===== src/design/e1_rx_alarm_regs.svh =====
// register offsets, field positions and detector counts for the e1 alarm block
// Overview of operation
// - elastic store overflow deleting a frame sets the full flag in info
// - elastic store underflow repeating a frame sets the empty flag in info
// - three errored frame alignment words in a row set frame resync flag
// - two errored signaling multiframe words in a row set its resync flag
// - unassigned info bits 7,6,5,2 carry no meaning; host ignores them
// - sync state bits 7..3 show search counter bits 5,4,3,2,0
// - frame search active bit follows synchronizer frame hunt
// - signaling multiframe search bit follows its hunt
// - crc multiframe search bit follows its hunt
// - search counter advances on every 8 ms crc search timeout
// - search counter clears on crc sync or while crc receive disabled
// - search counter wraps to zero past its maximum
// - signaling all ones: under three ts16 zeros per multiframe
// - signaling all zeros: ts16 all zero over a whole multiframe
// - distant multiframe alarm follows two equal frame 0 ts16 bit 6 values
// - unframed all ones: under three zeros in a 512 bit window
// - remote alarm follows three equal non-align bit 3 values
// - carrier loss after 255 zeros; clears on 32 ones in 255 bits
// - sync lost alarm whenever receiver is not synchronized
// - slip flag sets when the elastic store repeats or drops a frame
// - alarm bits re-set after clearing if present; unframed ones re-evaluates
// - host writes mask, reads, then writes read value and mask back
// - sync state register is live, read only, needs no mask write
// - each latched alarm bit may drive the first interrupt, per mask
`ifndef E1_RX_ALARM_REGS_SVH
`define E1_RX_ALARM_REGS_SVH

`define ADDR_ALARM_STATUS  8'h06
`define ADDR_RX_INFO       8'h08
`define ADDR_SYNC_STATE    8'h09
`define ADDR_COMMON_CTRL   8'h14
`define ADDR_IRQ_MASK      8'h16

`define ALM_SA1   7
`define ALM_DMA   6
`define ALM_SA0   5
`define ALM_SLIP  4
`define ALM_UA1   3
`define ALM_RRA   2
`define ALM_RCL   1
`define ALM_LOS   0

`define INFO_ESF    4
`define INFO_ESE    3
`define INFO_FRAME_RESYNC_CRITERIA  1
`define INFO_SIG_MF_RESYNC_CRITERIA  0

`define CCR_LLB    7
`define CCR_RCRC4  0

`define REG_RESET       8'h00
`define FAS_ERR_RUN     2'h3
`define CAS_ERR_RUN     2'h2
`define SA1_ZERO_MIN    2'h3
`define UA1_ZERO_MIN    2'h3
`define UA1_WINDOW_END  9'h1FF
`define RRA_RUN         2'h3
`define RCL_ZERO_RUN    8'hFF
`define RCL_WINDOW_END  8'hFE
`define RCL_ONES_MIN    6'h20
`define TS_SIGNALING    5'h10
`define TS_ALIGN        5'h00
`define TS_LAST         5'h1F
`define FRAME_LAST      4'hF
`define BIT_LAST        3'h7
`define BIT_SIX         3'h5
`define BIT_THREE       3'h2

`endif


===== src/design/e1_rx_alarm_pkg.sv =====
// types shared by the e1 receive alarm and status logic
package e1_rx_alarm_pkg;

    // position of the current line bit as the synchronizer sees it
    typedef struct packed {
        logic [4:0] timeslot;
        logic [2:0] bit_no;
        logic [3:0] frame;
    } line_pos_type;

    // synchronizer and elastic store state; levels and one-cycle events
    typedef struct packed {
        logic in_sync;
        logic fas_search;
        logic cas_search;
        logic crc_search;
        logic crc_sync_ok;
        logic crc_timeout;
        logic fas_word;
        logic fas_error;
        logic cas_word;
        logic cas_error;
        logic slip_full;
        logic slip_empty;
    } sync_status_type;

    // live alarm conditions from the line detectors
    typedef struct packed {
        logic sa1;
        logic dma;
        logic sa0;
        logic ua1;
        logic remote_alarm_flag;
        logic carrier_loss_alarm;
    } alarm_level_type;

endpackage


===== src/design/e1_alarm_detect.sv =====
// line alarm detectors working one line bit at a time
`timescale 1ns/1ps
`include "e1_rx_alarm_regs.svh"
module e1_alarm_detect (
    input  wire logic                           mclk,
    input  wire logic                           nrst,
    input  wire logic                           bit_strobe,
    input  wire logic                           mark,
    input  wire e1_rx_alarm_pkg::line_pos_type  pos,
    input  wire logic                           ua1_restart,
    output e1_rx_alarm_pkg::alarm_level_type    level
);
    logic       ts16;
    logic       mf_end;
    logic [1:0] sa_zero_cnt;
    logic [1:0] next_sa_zero;
    logic       sa_one_seen;
    logic       dma_last;
    logic       rra_last;
    logic [1:0] rra_run;
    logic [1:0] next_rra_run;
    logic [8:0] ua1_bit_cnt;
    logic [1:0] ua1_zero_cnt;
    logic [1:0] next_ua1_zero;
    logic [7:0] rcl_zero_run;
    logic [7:0] rcl_win_cnt;
    logic [5:0] rcl_ones;

    // position decode taken from the synchronizer
    assign ts16   = pos.timeslot == `TS_SIGNALING;
    assign mf_end = pos.frame == `FRAME_LAST && pos.timeslot == `TS_LAST
                    && pos.bit_no == `BIT_LAST;
    assign next_sa_zero = (ts16 && !mark && sa_zero_cnt != 2'h3)
                          ? sa_zero_cnt + 2'h1 : sa_zero_cnt;
    assign next_rra_run = (mark != rra_last) ? 2'h1
                          : (rra_run == 2'h3) ? rra_run : rra_run + 2'h1;
    assign next_ua1_zero = (!mark && ua1_zero_cnt != 2'h3)
                           ? ua1_zero_cnt + 2'h1 : ua1_zero_cnt;

    // ts16 zero/one census per multiframe, judged at its last bit
    always_ff @(posedge mclk or negedge nrst) begin
        if (!nrst) begin
            sa_zero_cnt <= 2'h0;
            sa_one_seen <= 1'b0;
            level.sa1   <= 1'b0;
            level.sa0   <= 1'b0;
        end else if (bit_strobe) begin
            if (mf_end) begin
                level.sa1   <= next_sa_zero < `SA1_ZERO_MIN;
                level.sa0   <= !sa_one_seen;
                sa_zero_cnt <= 2'h0;
                sa_one_seen <= 1'b0;
            end else begin
                sa_zero_cnt <= next_sa_zero;
                sa_one_seen <= sa_one_seen | (ts16 & mark);
            end
        end
    end

    // frame 0 ts16 bit 6, two equal multiframes move the alarm
    always_ff @(posedge mclk or negedge nrst) begin
        if (!nrst) begin
            dma_last  <= 1'b0;
            level.dma <= 1'b0;
        end else if (bit_strobe && ts16 && pos.frame == 4'h0
                     && pos.bit_no == `BIT_SIX) begin
            if (mark == dma_last)
                level.dma <= mark;
            dma_last <= mark;
        end
    end

    // bit 3 of timeslot 0 in odd (non-align) frames
    always_ff @(posedge mclk or negedge nrst) begin
        if (!nrst) begin
            rra_last  <= 1'b0;
            rra_run   <= 2'h0;
            level.remote_alarm_flag <= 1'b0;
        end else if (bit_strobe && pos.frame[0]
                     && pos.timeslot == `TS_ALIGN
                     && pos.bit_no == `BIT_THREE) begin
            rra_last <= mark;
            rra_run  <= next_rra_run;
            if (next_rra_run == `RRA_RUN)
                level.remote_alarm_flag <= mark;
        end
    end

    // free 512 bit windows, restarted by a clearing write
    always_ff @(posedge mclk or negedge nrst) begin
        if (!nrst) begin
            ua1_bit_cnt  <= 9'h000;
            ua1_zero_cnt <= 2'h0;
            level.ua1    <= 1'b0;
        end else if (ua1_restart) begin
            ua1_bit_cnt  <= 9'h000;
            ua1_zero_cnt <= 2'h0;
            level.ua1    <= 1'b0;
        end else if (bit_strobe) begin
            if (ua1_bit_cnt == `UA1_WINDOW_END) begin
                level.ua1    <= next_ua1_zero < `UA1_ZERO_MIN;
                ua1_bit_cnt  <= 9'h000;
                ua1_zero_cnt <= 2'h0;
            end else begin
                ua1_bit_cnt  <= ua1_bit_cnt + 9'h001;
                ua1_zero_cnt <= next_ua1_zero;
            end
        end
    end

    // zero run sets; while set, 255 bit windows count ones to clear
    always_ff @(posedge mclk or negedge nrst) begin
        if (!nrst) begin
            rcl_zero_run <= 8'h00;
            rcl_win_cnt  <= 8'h00;
            rcl_ones     <= 6'h00;
            level.carrier_loss_alarm    <= 1'b0;
        end else if (bit_strobe) begin
            rcl_zero_run <= mark ? 8'h00
                            : (rcl_zero_run == `RCL_ZERO_RUN) ? rcl_zero_run
                            : rcl_zero_run + 8'h01;
            if (!level.carrier_loss_alarm) begin
                rcl_win_cnt <= 8'h00;
                rcl_ones    <= 6'h00;
                if (!mark && rcl_zero_run == `RCL_ZERO_RUN - 8'h01)
                    level.carrier_loss_alarm <= 1'b1;
            end else if (rcl_win_cnt == `RCL_WINDOW_END) begin
                // judged on the 255th bit including this one
                if (rcl_ones + {5'h00, mark} >= `RCL_ONES_MIN)
                    level.carrier_loss_alarm <= 1'b0;
                rcl_win_cnt <= 8'h00;
                rcl_ones    <= 6'h00;
            end else begin
                rcl_win_cnt <= rcl_win_cnt + 8'h01;
                if (mark && rcl_ones != `RCL_ONES_MIN)
                    rcl_ones <= rcl_ones + 6'h01;
            end
        end
    end
endmodule


===== src/design/e1_receive_alarm_status.sv =====
// e1 receive alarm, information and synchronizer status registers
`timescale 1ns/1ps
`include "e1_rx_alarm_regs.svh"
module e1_receive_alarm_status (
    input  wire logic                             mclk,
    input  wire logic                             nrst,
    input  wire logic                             rclk,
    input  wire logic                             rx_positive_rail,
    input  wire logic                             rx_negative_rail,
    input  wire logic                             tclk,
    input  wire logic                             tx_positive_rail,
    input  wire logic                             tx_negative_rail,
    input  wire logic                             cs_n,
    input  wire logic                             rd_n,
    input  wire logic                             wr_n,
    input  wire logic                             ale,
    input  wire logic [7:0]                       ad_in,
    output logic      [7:0]                       ad_out,
    output logic                                  ad_oe_n,
    input  wire e1_rx_alarm_pkg::line_pos_type    pos,
    input  wire e1_rx_alarm_pkg::sync_status_type sync,
    output logic                                  line_bit_strobe,
    output logic                                  line_mark,
    output logic      [7:0]                       common_control,
    output logic                                  first_irq_out_n
);
    localparam int PIN_COUNT = 18;

    logic [PIN_COUNT-1:0] pin_raw;
    logic [PIN_COUNT-1:0] pin_meta;
    logic [PIN_COUNT-1:0] pin_sync;
    logic [PIN_COUNT-1:0] pin_last;
    logic       s_rclk;
    logic       s_rx_positive_rail;
    logic       s_rx_negative_rail;
    logic       s_tclk;
    logic       s_tpos;
    logic       s_tneg;
    logic       s_cs_n;
    logic [7:0] s_ad;
    logic       line_clk_rise;
    logic       ale_fall;
    logic       wr_rise;
    logic       rd_fall;
    logic       rd_rise;
    logic       wr_take;
    logic       rd_take;
    logic [7:0] addr;
    logic [7:0] first_irq_mask;
    logic [7:0] alarm_latch;
    logic [7:0] alarm_shadow;
    logic [7:0] alarm_set;
    logic [7:0] alarm_clr;
    logic [4:0] info_latch;
    logic [4:0] info_shadow;
    logic [4:0] info_set;
    logic [4:0] info_clr;
    logic [1:0] fas_err_run;
    logic [1:0] cas_err_run;
    logic [1:0] next_fas_run;
    logic [1:0] next_cas_run;
    logic [5:0] sync_search_cnt;
    logic [7:0] sync_state_live;
    logic [7:0] read_value;
    logic       ua1_restart;
    e1_rx_alarm_pkg::alarm_level_type level;

    // every pin crosses two flops before any logic reads it
    assign pin_raw = {rclk, rx_positive_rail, rx_negative_rail, tclk,
                      tx_positive_rail, tx_negative_rail, cs_n, rd_n,
                      wr_n, ale, ad_in};

    genvar gi;
    generate
        for (gi = 0; gi < PIN_COUNT; gi = gi + 1) begin : g_pin_sync
            always_ff @(posedge mclk or negedge nrst) begin
                if (!nrst) begin
                    pin_meta[gi] <= 1'b0;
                    pin_sync[gi] <= 1'b0;
                    pin_last[gi] <= 1'b0;
                end else begin
                    pin_meta[gi] <= pin_raw[gi];
                    pin_sync[gi] <= pin_meta[gi];
                    pin_last[gi] <= pin_sync[gi];
                end
            end
        end
    endgenerate

    assign s_rclk = pin_sync[17];
    assign s_rx_positive_rail = pin_sync[16];
    assign s_rx_negative_rail = pin_sync[15];
    assign s_tclk = pin_sync[14];
    assign s_tpos = pin_sync[13];
    assign s_tneg = pin_sync[12];
    assign s_cs_n = pin_sync[11];
    assign s_ad   = pin_sync[7:0];

    // loopback swaps in the transmit clock and rails
    assign line_clk_rise = common_control[`CCR_LLB]
                           ? (s_tclk & ~pin_last[14])
                           : (s_rclk & ~pin_last[17]);
    assign ale_fall = ~pin_sync[8] & pin_last[8];
    assign wr_rise  = pin_sync[9] & ~pin_last[9];
    assign rd_fall  = ~pin_sync[10] & pin_last[10];
    assign rd_rise  = pin_sync[10] & ~pin_last[10];
    assign wr_take  = wr_rise & ~s_cs_n;
    assign rd_take  = rd_fall & ~s_cs_n;

    // one strobe per line bit for the detectors and the synchronizer
    always_ff @(posedge mclk or negedge nrst) begin
        if (!nrst) begin
            line_bit_strobe <= 1'b0;
            line_mark       <= 1'b0;
        end else begin
            line_bit_strobe <= line_clk_rise;
            if (line_clk_rise)
                line_mark <= common_control[`CCR_LLB]
                             ? (s_tpos | s_tneg) : (s_rx_positive_rail | s_rx_negative_rail);
        end
    end

    e1_alarm_detect u_detect (
        .mclk        (mclk),
        .nrst        (nrst),
        .bit_strobe  (line_bit_strobe),
        .mark        (line_mark),
        .pos         (pos),
        .ua1_restart (ua1_restart),
        .level       (level)
    );

    // multiplexed address captured as address latch enable falls
    always_ff @(posedge mclk or negedge nrst) begin
        if (!nrst)
            addr <= 8'h00;
        else if (ale_fall)
            addr <= s_ad;
    end

    // plain control registers
    always_ff @(posedge mclk or negedge nrst) begin
        if (!nrst) begin
            common_control <= `REG_RESET;
            first_irq_mask <= `REG_RESET;
        end else if (wr_take) begin
            if (addr == `ADDR_COMMON_CTRL)
                common_control <= s_ad;
            if (addr == `ADDR_IRQ_MASK)
                first_irq_mask <= s_ad;
        end
    end

    // a written one both refreshes the read copy and clears the latch
    assign alarm_clr   = (wr_take && addr == `ADDR_ALARM_STATUS)
                         ? s_ad : 8'h00;
    assign info_clr    = (wr_take && addr == `ADDR_RX_INFO)
                         ? {s_ad[4:3], 1'b0, s_ad[1:0]} : 5'h00;
    assign ua1_restart = alarm_clr[`ALM_UA1];

    // levels re-set at once; unframed ones waits out a fresh window
    always_comb begin
        alarm_set            = 8'h00;
        alarm_set[`ALM_SA1]  = level.sa1;
        alarm_set[`ALM_DMA]  = level.dma;
        alarm_set[`ALM_SA0]  = level.sa0;
        alarm_set[`ALM_SLIP] = sync.slip_full | sync.slip_empty;
        alarm_set[`ALM_UA1]  = level.ua1 & ~ua1_restart;
        alarm_set[`ALM_RRA]  = level.remote_alarm_flag;
        alarm_set[`ALM_RCL]  = level.carrier_loss_alarm;
        alarm_set[`ALM_LOS]  = ~sync.in_sync;
    end

    // set wins over a same-cycle clear
    always_ff @(posedge mclk or negedge nrst) begin
        if (!nrst) begin
            alarm_latch  <= `REG_RESET;
            alarm_shadow <= `REG_RESET;
        end else begin
            alarm_latch  <= (alarm_latch & ~alarm_clr) | alarm_set;
            alarm_shadow <= (alarm_shadow & ~alarm_clr)
                            | (alarm_latch & alarm_clr);
        end
    end

    // consecutive errored alignment words
    assign next_fas_run = !sync.fas_error ? 2'h0
                          : (fas_err_run == `FAS_ERR_RUN) ? fas_err_run
                          : fas_err_run + 2'h1;
    assign next_cas_run = !sync.cas_error ? 2'h0
                          : (cas_err_run == `CAS_ERR_RUN) ? cas_err_run
                          : cas_err_run + 2'h1;

    always_ff @(posedge mclk or negedge nrst) begin
        if (!nrst) begin
            fas_err_run <= 2'h0;
            cas_err_run <= 2'h0;
        end else begin
            if (sync.fas_word)
                fas_err_run <= next_fas_run;
            if (sync.cas_word)
                cas_err_run <= next_cas_run;
        end
    end

    // info events; bit order {full, empty, unused, fas, cas}
    always_comb begin
        info_set    = 5'h00;
        info_set[4] = sync.slip_full;
        info_set[3] = sync.slip_empty;
        info_set[1] = sync.fas_word
                      && next_fas_run == `FAS_ERR_RUN;
        info_set[0] = sync.cas_word
                      && next_cas_run == `CAS_ERR_RUN;
    end

    always_ff @(posedge mclk or negedge nrst) begin
        if (!nrst) begin
            info_latch  <= 5'h00;
            info_shadow <= 5'h00;
        end else begin
            info_latch  <= (info_latch & ~info_clr) | info_set;
            info_shadow <= (info_shadow & ~info_clr)
                           | (info_latch & info_clr);
        end
    end

    // search counter wraps rather than saturating
    always_ff @(posedge mclk or negedge nrst) begin
        if (!nrst)
            sync_search_cnt <= 6'h00;
        else if (!common_control[`CCR_RCRC4] || sync.crc_sync_ok)
            sync_search_cnt <= 6'h00;
        else if (sync.crc_timeout)
            sync_search_cnt <= sync_search_cnt + 6'h01;
    end

    // live view; counter bit 1 is not visible
    assign sync_state_live = {sync_search_cnt[5:2], sync_search_cnt[0],
                              sync.fas_search, sync.cas_search,
                              sync.crc_search};

    // unassigned info positions read zero
    always_comb begin
        unique case (addr)
            `ADDR_ALARM_STATUS: read_value = alarm_shadow;
            `ADDR_RX_INFO:      read_value = {3'h0, info_shadow};
            `ADDR_SYNC_STATE:   read_value = sync_state_live;
            `ADDR_COMMON_CTRL:  read_value = common_control;
            `ADDR_IRQ_MASK:     read_value = first_irq_mask;
            default:            read_value = 8'h00;
        endcase
    end

    // bus driven from read strobe fall until it rises or select drops
    always_ff @(posedge mclk or negedge nrst) begin
        if (!nrst) begin
            ad_out  <= 8'h00;
            ad_oe_n <= 1'b1;
        end else if (rd_take) begin
            ad_out  <= read_value;
            ad_oe_n <= 1'b0;
        end else if (rd_rise || s_cs_n) begin
            ad_oe_n <= 1'b1;
        end
    end

    // interrupt is active low; masked latched alarms only
    always_ff @(posedge mclk or negedge nrst) begin
        if (!nrst)
            first_irq_out_n <= 1'b1;
        else
            first_irq_out_n <= ~|(alarm_latch & first_irq_mask);
    end
endmodule


===== config.mk =====
export PLATFORM = sky130hd
export DESIGN_NAME = e1_receive_alarm_status
export DESIGN_NICKNAME = d
export VERILOG_FILES = /design/src/design/e1_rx_alarm_pkg.sv /design/src/design/e1_alarm_detect.sv /design/src/design/e1_receive_alarm_status.sv
export VERILOG_INCLUDE_DIRS = /design/src /design/src/design
export SDC_FILE = /design/constraint.sdc
export NUM_CORES = 1
export LEC_CHECK = 0
export BUFFER_PORTS_ARGS = -buffer_cell sky130_fd_sc_hd__buf_2
export CORE_MARGIN = 5
export CORE_UTILIZATION = 25
export CTS_CLUSTER_SIZE = 25
export DETAILED_ROUTE_END_ITERATION = 7
export PLACE_DENSITY_LB_ADDON = 0.25
export SLEW_MARGIN = 20
export SYNTH_ARGS = -nofsm -noshare
export SYNTH_HDL_FRONTEND = slang
export SYNTH_SLANG_ARGS = --single-unit
export TNS_END_PERCENT = 10

===== constraint.sdc =====
create_clock -name mclk -period 5.8 [get_ports mclk]
set_input_delay 0.87 -clock mclk [delete_from_list [all_inputs] [get_ports mclk]]
set_output_delay 0.87 -clock mclk [all_outputs]
set_load 0.01 [all_outputs]

### Word level (Yosys, flattened, before mapping)

Index checks and enable logic that the tools add are counted.

* register bits: 159
* input bits: 44
* output and inout bits: 20
* logic and storage cells: 227

* $add $sub $neg: 11
* magnitude comparators: 3
* eq/ne operators: 28
* muxes and demuxes: 39
* bitwise operators: 36
* reductions and logical operators: 38

Operator list (number)
* 8-bit 2-to-1 mux: 5
* 8-bit one-hot mux with 5 select lines: 1
* 8-bit bitwise AND: 4
* 6-bit 2-to-1 mux: 5
* 9-bit 2-to-1 mux: 3
* 8-bit equality test (second input constant): 3
* 2-bit 2-to-1 mux: 12
* 1-bit logical AND: 17
* 8-bit by 1-bit adder with 8-bit output (second input constant): 2
* 8-bit by 4-bit equality test with 1-bit output (second input constant): 2
* 8-bit by 5-bit equality test with 1-bit output (second input constant): 2
* 8-bit bitwise OR: 2
* 2-bit AND reduction: 8
* 5-bit bitwise AND: 3
* 6-bit by 1-bit adder with 6-bit output (second input constant): 2
* 2-bit equality test (second input constant): 6
* 1-bit 2-to-1 mux: 12
* 2-bit by 1-bit adder with 2-bit output (second input constant): 5
* 1-bit bitwise AND: 10
* 5-bit equality test (second input constant): 2
* 5-bit bitwise OR: 2
* 9-bit by 1-bit adder with 9-bit output (second input constant): 1
* 9-bit equality test (second input constant): 1
* 1-bit inverter: 9
* 22 further kinds: 36

### Longest topological paths before layout

Gate-level depths: netlist of run 1.

* depth after elaboration: 8
* depth in mapped cells: 10

### Modules after synthesis

From an unflattened synthesis of run 1, not the netlist that was laid out.

* cell total of the unflattened synthesis: 565
* area total of the unflattened synthesis: 6836.6 um^2

By module, submodules not included
* e1_receive_alarm_status: times used 1, cells an instance 300, area an instance 4250.3 um^2
* e1_alarm_detect: times used 1, cells an instance 265, area an instance 2586.2 um^2

### Least setup slack after synthesis of run 1

Ideal clock, no wire load.

* kind: input to register
* from: in pos[7] (netlist bit)
* to: reg u_detect.rra_last
* arrival: 2.051 ns
* slack: 3.624 ns
* cell stages on the path: 4
* path buffers: 1
* path through: nor4_1 -> and4_1 -> clkbuf_1 -> mux2_2

* longest elaborated chain between the ends: 3

Ends and longest elaborated chain
* start, declared: line e1_receive_alarm_status.sv:20 `input wire e1_rx_alarm_pkg::line_pos_type pos,`
* 5-bit zero test (no source line)
* 1-bit logical AND (no source line) (2 in a row)
* end signal, assigned: line e1_alarm_detect.sv:82 `rra_last <= mark;`
* end, declared: line e1_alarm_detect.sv:19 `logic rra_last;`

Every way passes these cells.
A chain may end at the register's enable or synchronous reset.

==> results.sh, run 1 <==
export IMPL_die_w_um=174.1
export IMPL_final_min_clock_period_ns=2.775
export IMPL_final_setup_tns_ns=0
export IMPL_area_delta_synth_final_pct=18.67
export IMPL_wl_per_cell_um=14.80
export IMPL_fin_crit_sh_pct=47.84
export IMPL_grt_pass1_wl_mm=24.49
export IMPL_clock_skew_ns=0.009173
export IMPL_synthXorXnorAreaFrac_pct=1.951
export IMPL_rsz0062_at_grt="no"
export IMPL_yosysUniqueCellTypes=59
export IMPL_track_usage_pct=10.05
export IMPL_regArea_um2=3931
export IMPL_crit_slowest_cell="or4_4"
export IMPL_synth_area_leaders="dfrtp_1 (58%), mux2_2 (6.2%), mux2i_1 (2.5%)"
export IMPL_rows=60
export IMPL_hold_path_class="register to register"
export IMPL_cts_max_level=4
export IMPL_hold_viol_final=0
export IMPL_drtIter0Drc=189
export IMPL_overflow=0
export IMPL_synth_nets=630
export IMPL_end_kind="register"
export IMPL_worstPathRequired_ns=6.10
export IMPL_power_frac_comb_pct=7.5
export IMPL_max_slew_margin_pct=48.72
export IMPL_start_util_pct=25.20
export IMPL_worst_pin_slew_ns=0.7676
export IMPL_arrival_ns=3.08
export IMPL_synth_warnings=0
export IMPL_async_flop_share_pct=100.0
export IMPL_fmax_ghz=0.3604
export IMPL_ys_ff_latch=157
export IMPL_grt_max_degree=77
export IMPL_multi_input_area_um2=2624
export IMPL_die_y_um=174.1
export IMPL_postCtsHoldBufs=0
export IMPL_first_pass_iters=4
export IMPL_outcome="complete, no violations"
export IMPL_intPower_mw=1.900
export IMPL_switching_share_pct=25.52
export IMPL_port_buffers=63
export IMPL_crit_fanout=15
export IMPL_drc=0
export IMPL_crit_chain="or4_4, nor4_4, and2_1, mux2_1"
export IMPL_clk_pin_slew_ns=0.06
export IMPL_viasPerCell=4.496
export IMPL_setup_viol=0
export IMPL_synth_edf_count=0
export IMPL_cts_tree="yes"
export IMPL_start_kind="register"
export IMPL_grt_antenna_before_repair=0
export IMPL_clock_sinks=157
export IMPL_yosysSeqAreaShare_pct=58.38
export IMPL_net_switching_power_mw=0.6507
export IMPL_cts_path_max_buffers=2
export IMPL_drive_gt1_share_pct=22.84
export IMPL_p_leak_nw=3.579
export IMPL_clk_latency_ns=0.42
export IMPL_num_fill_cells=2769
export IMPL_synth_fa_ha_area_share_pct=2.564
export IMPL_cts_repair_resized=0
export IMPL_hpwl_mm=10.23
export IMPL_synthCells=573
export IMPL_synth_area_mux_share_pct=8.881
export IMPL_place_gp_congestion=0.7518
export IMPL_numCtsBuffers=17
export IMPL_syn_area_um2=6734
export IMPL_crit_type="register to register"
export IMPL_synth_main_ff_cell="dfrtp_1"
export IMPL_io_pins=64
export IMPL_p_seq_share_pct=48.0
export IMPL_wirelength_mm=14.63
export IMPL_final_core_util_pct=29.90
export IMPL_synth_compound_area_share_pct=10.83
export IMPL_synth_top_family_by_area="simple AND/OR/NAND/NOR gates"
export IMPL_antenna_left=0
export IMPL_yosys_area_share_simple_pct=14.66
export IMPL_slew_viol_final=0
export IMPL_grt_pass1_vias=4558
export IMPL_n_antenna_cell=0
export IMPL_cts_setup_buffers=0
export IMPL_dieArea_um2=30320
export IMPL_fin_nets=692
export IMPL_cpPeakStageDelay_ns=0.69
export IMPL_design_core_area_um2=26730
export IMPL_p_per_area_nw_per_um2=319.1
export IMPL_p_clk_share_pct=44.5
export IMPL_vias=4447
export IMPL_synth_top_area_share_pct=57.60
export IMPL_synth_top_area_cell="dfrtp_1"
export IMPL_drv_cap=0
export IMPL_clockRootBuffer="clkbuf_16"
export IMPL_irDropWorstVdd_mv=0.2041
export IMPL_syn_area_per_cell_um2=11.75
power groups by stage:
stage | registers (mW) | clock network [mW] | logic (mW)
after floorplan | 1.22 | 0 | 0.135
after global placement | 1.24 | 0 | 0.195
after detailed placement | 1.25 | 0 | 0.196
after CTS | 1.23 | 1.18 | 0.196
after global routing | 1.24 | 1.22 | 0.220
final | 1.23 | 1.13 | 0.191
cells by family (layout without fill, tap and decap cells):
logic type	Yosys count	count (layout)
multiplexers	55	55
flip-flops	157	157
buffers and inverters	40	115
XOR/XNOR	15	15
adder cells (fa/ha/maj)	14	14
AND/OR/NAND/NOR	180	180
AO/OA/AOI/OAI	112	112
cells in the final DEF, fill, tap and decap left out, types with 9 or more instances in the layout:
master,count
o2bb2ai_1,13
nand4_1,17
mux2i_1,17
inv_1,16
clkbuf_16,17
a21oi_1,26
buf_2,62
mux2_2,37
and3_1,9
a22oi_1,10
dfrtp_1,155
a21o_1,9
xor2_1,10
nor2_1,42
o21ai_0,29
nand2_1,42
nor3_1,11
ha_1,13
layout make-up:
class	instances	area share, %
sequential	157	49.19
multi-input combinational	376	32.83
tap	341	5.339
clock inverter	14	1.988
timing repair buffer	67	4.400
inverter	16	0.7515
clock buffer	18	5.496
metrics by stage:
| step | total power [mW] | hold WS (ns) | setup WS, ns | instance area [um^2] | std cells |
|---|---|---|---|---|---|
| global route | 2.676 | 0.3550 | 2.875 | 7991 | 989 |
| global placement | 1.440 | 0.3337 | 2.969 | 7388 | 957 |
| finish | 2.550 | 0.3479 | 3.025 | 7991 | 989 |
| floorplan | 1.356 | 0.3312 | 3.624 | 6734 | 573 |
| CTS | 2.601 | 0.3503 | 2.919 | 7986 | 989 |
| detailed placement | 1.441 | 0.3347 | 2.936 | 7388 | 957 |
metal layers:
| layer | track usage, % | up-vias | share of wire [%] |
|---|---|---|---|
| met2 | 16.28 | 57 | 47 |
| li1 | - | 2196 | - |
| met3 | 2.632 | 18 | 3.0 |
| met5 | 0 | - | 0 |
| met4 | 3.266 | 0 | 1.4 |
| met1 | 13.17 | 2176 | 48 |
cells in the mapped netlist (all sizes together) (3+ instances only):
cell       n
o211ai     4
xnor2      5
or3        4
a21oi     26
a22oi     10
nand4     18
buf        9
nor3b      4
dfrtp    155
mux2i     17
nor4       7
and4       6
nand2b     3
o2bb2ai   13
mux2      38
a21o       9
o31ai      4
inv       16
nand3      8
nor4b      3
or3b       3
nand3b     5
nand2     42
nor2      42
a31oi      4
clkbuf    15
and3       9
xor2      10
nor2b      5
ha        13
nor3      11
and2       4
o21ai     29
state kept, by name (all words and copies together) (netlist names), 8 cells and up, named ones only:
register / count
first_irq_mask: 8
ad_out: 8
common_control: 8
pin_sync: 11
alarm_latch: 8
u_detect.rcl_win_cnt: 8
pin_meta: 18
addr: 8
u_detect.ua1_bit_cnt: 9
u_detect.rcl_zero_run: 8
worst max-delay path, delay by kind of cell (launching register included):
kind          cells  cell delay, ns
simple gates      3            1.65
mux               1            0.37
flops             1            0.62
path summary, 6_finish.rpt:
check	start	endpoint	slack (ns)	cells past startpoint
setup reg to reg	addr[4]$_DFFE_PN0P_	register	3.03	4
setup / recovery	addr[4]$_DFFE_PN0P_	register	3.03	4
hold / removal	pin_meta[2]$_DFF_PN0_	pin_sync[2]$_DFF_PN0_	0.35	0
max in group asynchronous	nrst	u_detect.rcl_win_cnt[0]$_DFFE_PN0P_	4.21	2
min in group asynchronous	nrst	sync_search_cnt[1]$_DFFE_PN0P_	0.46	1
hold reg to reg	pin_meta[2]$_DFF_PN0_	pin_sync[2]$_DFF_PN0_	0.35	0
Power figures use the tool's default switching activity.
==> run 2: changes to the inputs <==
==> constraint.sdc (replaced) <==
create_clock -name mclk -period 2.54 [get_ports mclk]
set_input_delay 0.381 -clock mclk [delete_from_list [all_inputs] [get_ports mclk]]
set_output_delay 0.381 -clock mclk [all_outputs]
set_load 0.01 [all_outputs]
==> run 2 against run 1 <==
Net effect: utilization rose by 0.22 points; sequential cell count unchanged; sequential power is 130% higher; setup slack got worse by 2.6 ns; global-route usage rose by 0.21 points; sequential share of layout area shrank 0.37 points; final cell count increased by 1.3%; largest cell class unchanged; highest routed layer unchanged.
==> results.sh, run 2 (synthesized netlist as in run 1, its figures left out) <==
export IMPL_clk_latency_ns=0.43
export IMPL_cts_path_max_buffers=2
export IMPL_track_usage_pct=10.26
export IMPL_clockRootBuffer="clkbuf_16"
export IMPL_cpPeakStageDelay_ns=0.42
export IMPL_drv_cap=0
export IMPL_viasPerCell=4.572
export IMPL_hpwl_mm=10.46
export IMPL_hold_depth=1
export IMPL_grt_pass1_wl_mm=25.04
export IMPL_end_kind="register"
export IMPL_die_w_um=174.1
export IMPL_n_antenna_cell=0
export IMPL_r2r_worst_path_cells=9
export IMPL_clock_sinks=157
export IMPL_crit_fanout=8
export IMPL_largest_reg_flops=18
export IMPL_port_buffers=63
export IMPL_cts_setup_buffers=0
export IMPL_fin_crit_sh_pct=85.08
export IMPL_slew_viol_final=0
export IMPL_p_leak_nw=3.632
export IMPL_path_buf_inv=0
export IMPL_p_per_area_nw_per_um2=694.6
export IMPL_final_common_cell="dfrtp_1"
export IMPL_drtIter0Drc=212
export IMPL_first_pass_iters=4
export IMPL_die_y_um=174.1
export IMPL_top_regs="pin_meta x18, pin_sync x11, u_detect.ua1_bit_cnt x9"
export IMPL_start_util_pct=25.20
export IMPL_worst_pin_slew_ns=0.6544
export IMPL_crit_type="register to register"
export IMPL_clk_pin_slew_ns=0.07
export IMPL_grt_antenna_before_repair=0
export IMPL_design_core_area_um2=26730
export IMPL_place_area_um2=7503
export IMPL_setup_viol=0
export IMPL_rsz0062_at_grt="no"
export IMPL_cts_tree="yes"
export IMPL_area_delta_synth_final_pct=19.57
export IMPL_dr_wl_met2_mm=6.976
export IMPL_numCtsBuffers=17
export IMPL_met1_length_mm=6.981
export IMPL_outcome="complete, no violations"
export IMPL_arrival_ns=2.51
export IMPL_grt_max_degree=77
export IMPL_cp_top_family="simple AND/OR/NAND/NOR gates"
export IMPL_crit_slowest_cell="dfrtp_1"
export IMPL_fmax_ghz=0.4627
export IMPL_ff2ff_setup_slack_ns=0.38
export IMPL_wl_per_cell_um=14.76
export IMPL_io_pins=64
export IMPL_hold_viol_final=0
export IMPL_antenna_left=0
export IMPL_grt_pass1_vias=4572
export IMPL_r2r_end="u_detect.ua1_bit_cnt[2]$_DFFE_PN0P_"
export IMPL_final_min_clock_period_ns=2.161
export IMPL_irDropWorstVdd_mv=0.3944
export IMPL_place_gp_congestion=0.7381
export IMPL_drive_gt1_share_pct=24.05
export IMPL_hold_path_class="input pin to register"
export IMPL_clock_skew_ns=0.01295
export IMPL_fin_nets=705
export IMPL_min_to="pin_meta[14]$_DFF_PN0_"
export IMPL_vias=4581
export IMPL_wirelength_mm=14.79
export IMPL_cts_max_level=4
export IMPL_final_cell_mix="dfrtp_1 (155), buf_2 (62), nand2_1 (42), nor2_1 (42), mux2_2 (37)"
export IMPL_rows=60
export IMPL_r2r_start="u_detect.ua1_bit_cnt[0]$_DFFE_PN0P_"
export IMPL_cp_common_cell="and3_1"
export IMPL_wl_met3_um=576
export IMPL_final_area_um2=8051
export IMPL_drc=0
export IMPL_start_kind="register"
export IMPL_final_setup_tns_ns=0
export IMPL_min_delay_start="tclk"
export IMPL_cts_repair_resized=0
export IMPL_overflow=0
export IMPL_dieArea_um2=30320
export IMPL_top_layer="met4"
export IMPL_largest_register="pin_meta"
export IMPL_max_slew_margin_pct=56.28
export IMPL_worstPathRequired_ns=2.89
export IMPL_crit_chain="ha_1, and3_1, and3_1, and3_1, ha_1, nand2b_1, nor3b_1, a21oi_1, nor2_1"
run 2: changes by cell type in the layout (fill, tap and decap cells not counted), sizes merged:
cell / before / now
clkinv: 3 / 6
inv: 21 / 22
dlygate4sd3: 0 / 1
buf: 67 / 79
clkinvlp: 4 / 3
clkbuf: 18 / 17
bufinv: 2 / 0
run 2: worst max path at each step:
| stage | startpoint | to | slack, ns | cells past startpoint |
|---|---|---|---|---|
| global route | u_detect.ua1_bit_cnt[0]$_DFFE_PN0P_ | u_detect.ua1_bit_cnt[2]$_DFFE_PN0P_ | 0.22 | 9 |
| CTS | u_detect.ua1_bit_cnt[0]$_DFFE_PN0P_ | u_detect.ua1_bit_cnt[2]$_DFFE_PN0P_ | 0.38 | 9 |
| detailed placement | u_detect.ua1_bit_cnt[0]$_DFFE_PN0P_ | u_detect.ua1_bit_cnt[2]$_DFFE_PN0P_ | 0.39 | 9 |
| floorplan | addr[4]$_DFFE_PN0P_ | register | 0.43 | 7 |
| finish | u_detect.ua1_bit_cnt[0]$_DFFE_PN0P_ | u_detect.ua1_bit_cnt[2]$_DFFE_PN0P_ | 0.38 | 9 |
| global placement | u_detect.ua1_bit_cnt[0]$_DFFE_PN0P_ | u_detect.ua1_bit_cnt[2]$_DFFE_PN0P_ | 0.44 | 9 |
run 2: power by group:
part | switching [mW] | internal, mW | leakage [nW] | total [mW]
sequential | 0.125 | 2.65 | 1.99 | 2.77
combinational | 0.274 | 0.212 | 1.38 | 0.485
clock | 1.07 | 1.26 | 0.261 | 2.33
total | 1.47 | 4.12 | 3.63 | 5.59
run 2: layer usage:
| metal | track usage (%) | vias to the layer above |
|---|---|---|
| met5 | 0 | - |
| met4 | 3.662 | 0 |
| met3 | 2.566 | 19 |
| met2 | 16.13 | 81 |
| met1 | 13.80 | 2256 |
| li1 | - | 2225 |
run 2: layout make-up:
cell class,count,area [um^2]
inverter,16,60.06
clock buffer,17,425.4
sequential,157,3931
clock inverter,15,112.6
tap,341,426.7
fill,2755,18670
timing repair buffer,80,476.7
multi-input combinational,376,2619
run 2: timing repair:
action | CTS | global route
endpoints found under the setup margin | 0 | 0
hold buffers | 1 | 0
endpoints found under the hold margin | 36 | 0
run 2: per-stage QoR:
| step | total power [mW] | utilization, % | hold slack (ns) | cells | setup slack, ns |
|---|---|---|---|---|---|
| global placement | 3.314 | 28.08 | 0.3144 | 969 | 0.4357 |
| global route | 5.893 | 30.13 | 0.03162 | 1002 | 0.2181 |
| floorplan | 3.096 | - | 0.08541 | 573 | 0.4345 |
| detailed placement | 3.320 | 28.08 | 0.3197 | 969 | 0.3949 |
| CTS | 5.704 | 30.13 | 0.03451 | 1002 | 0.3753 |
| finish | 5.592 | 30.13 | 0.05839 | 1002 | 0.3789 |
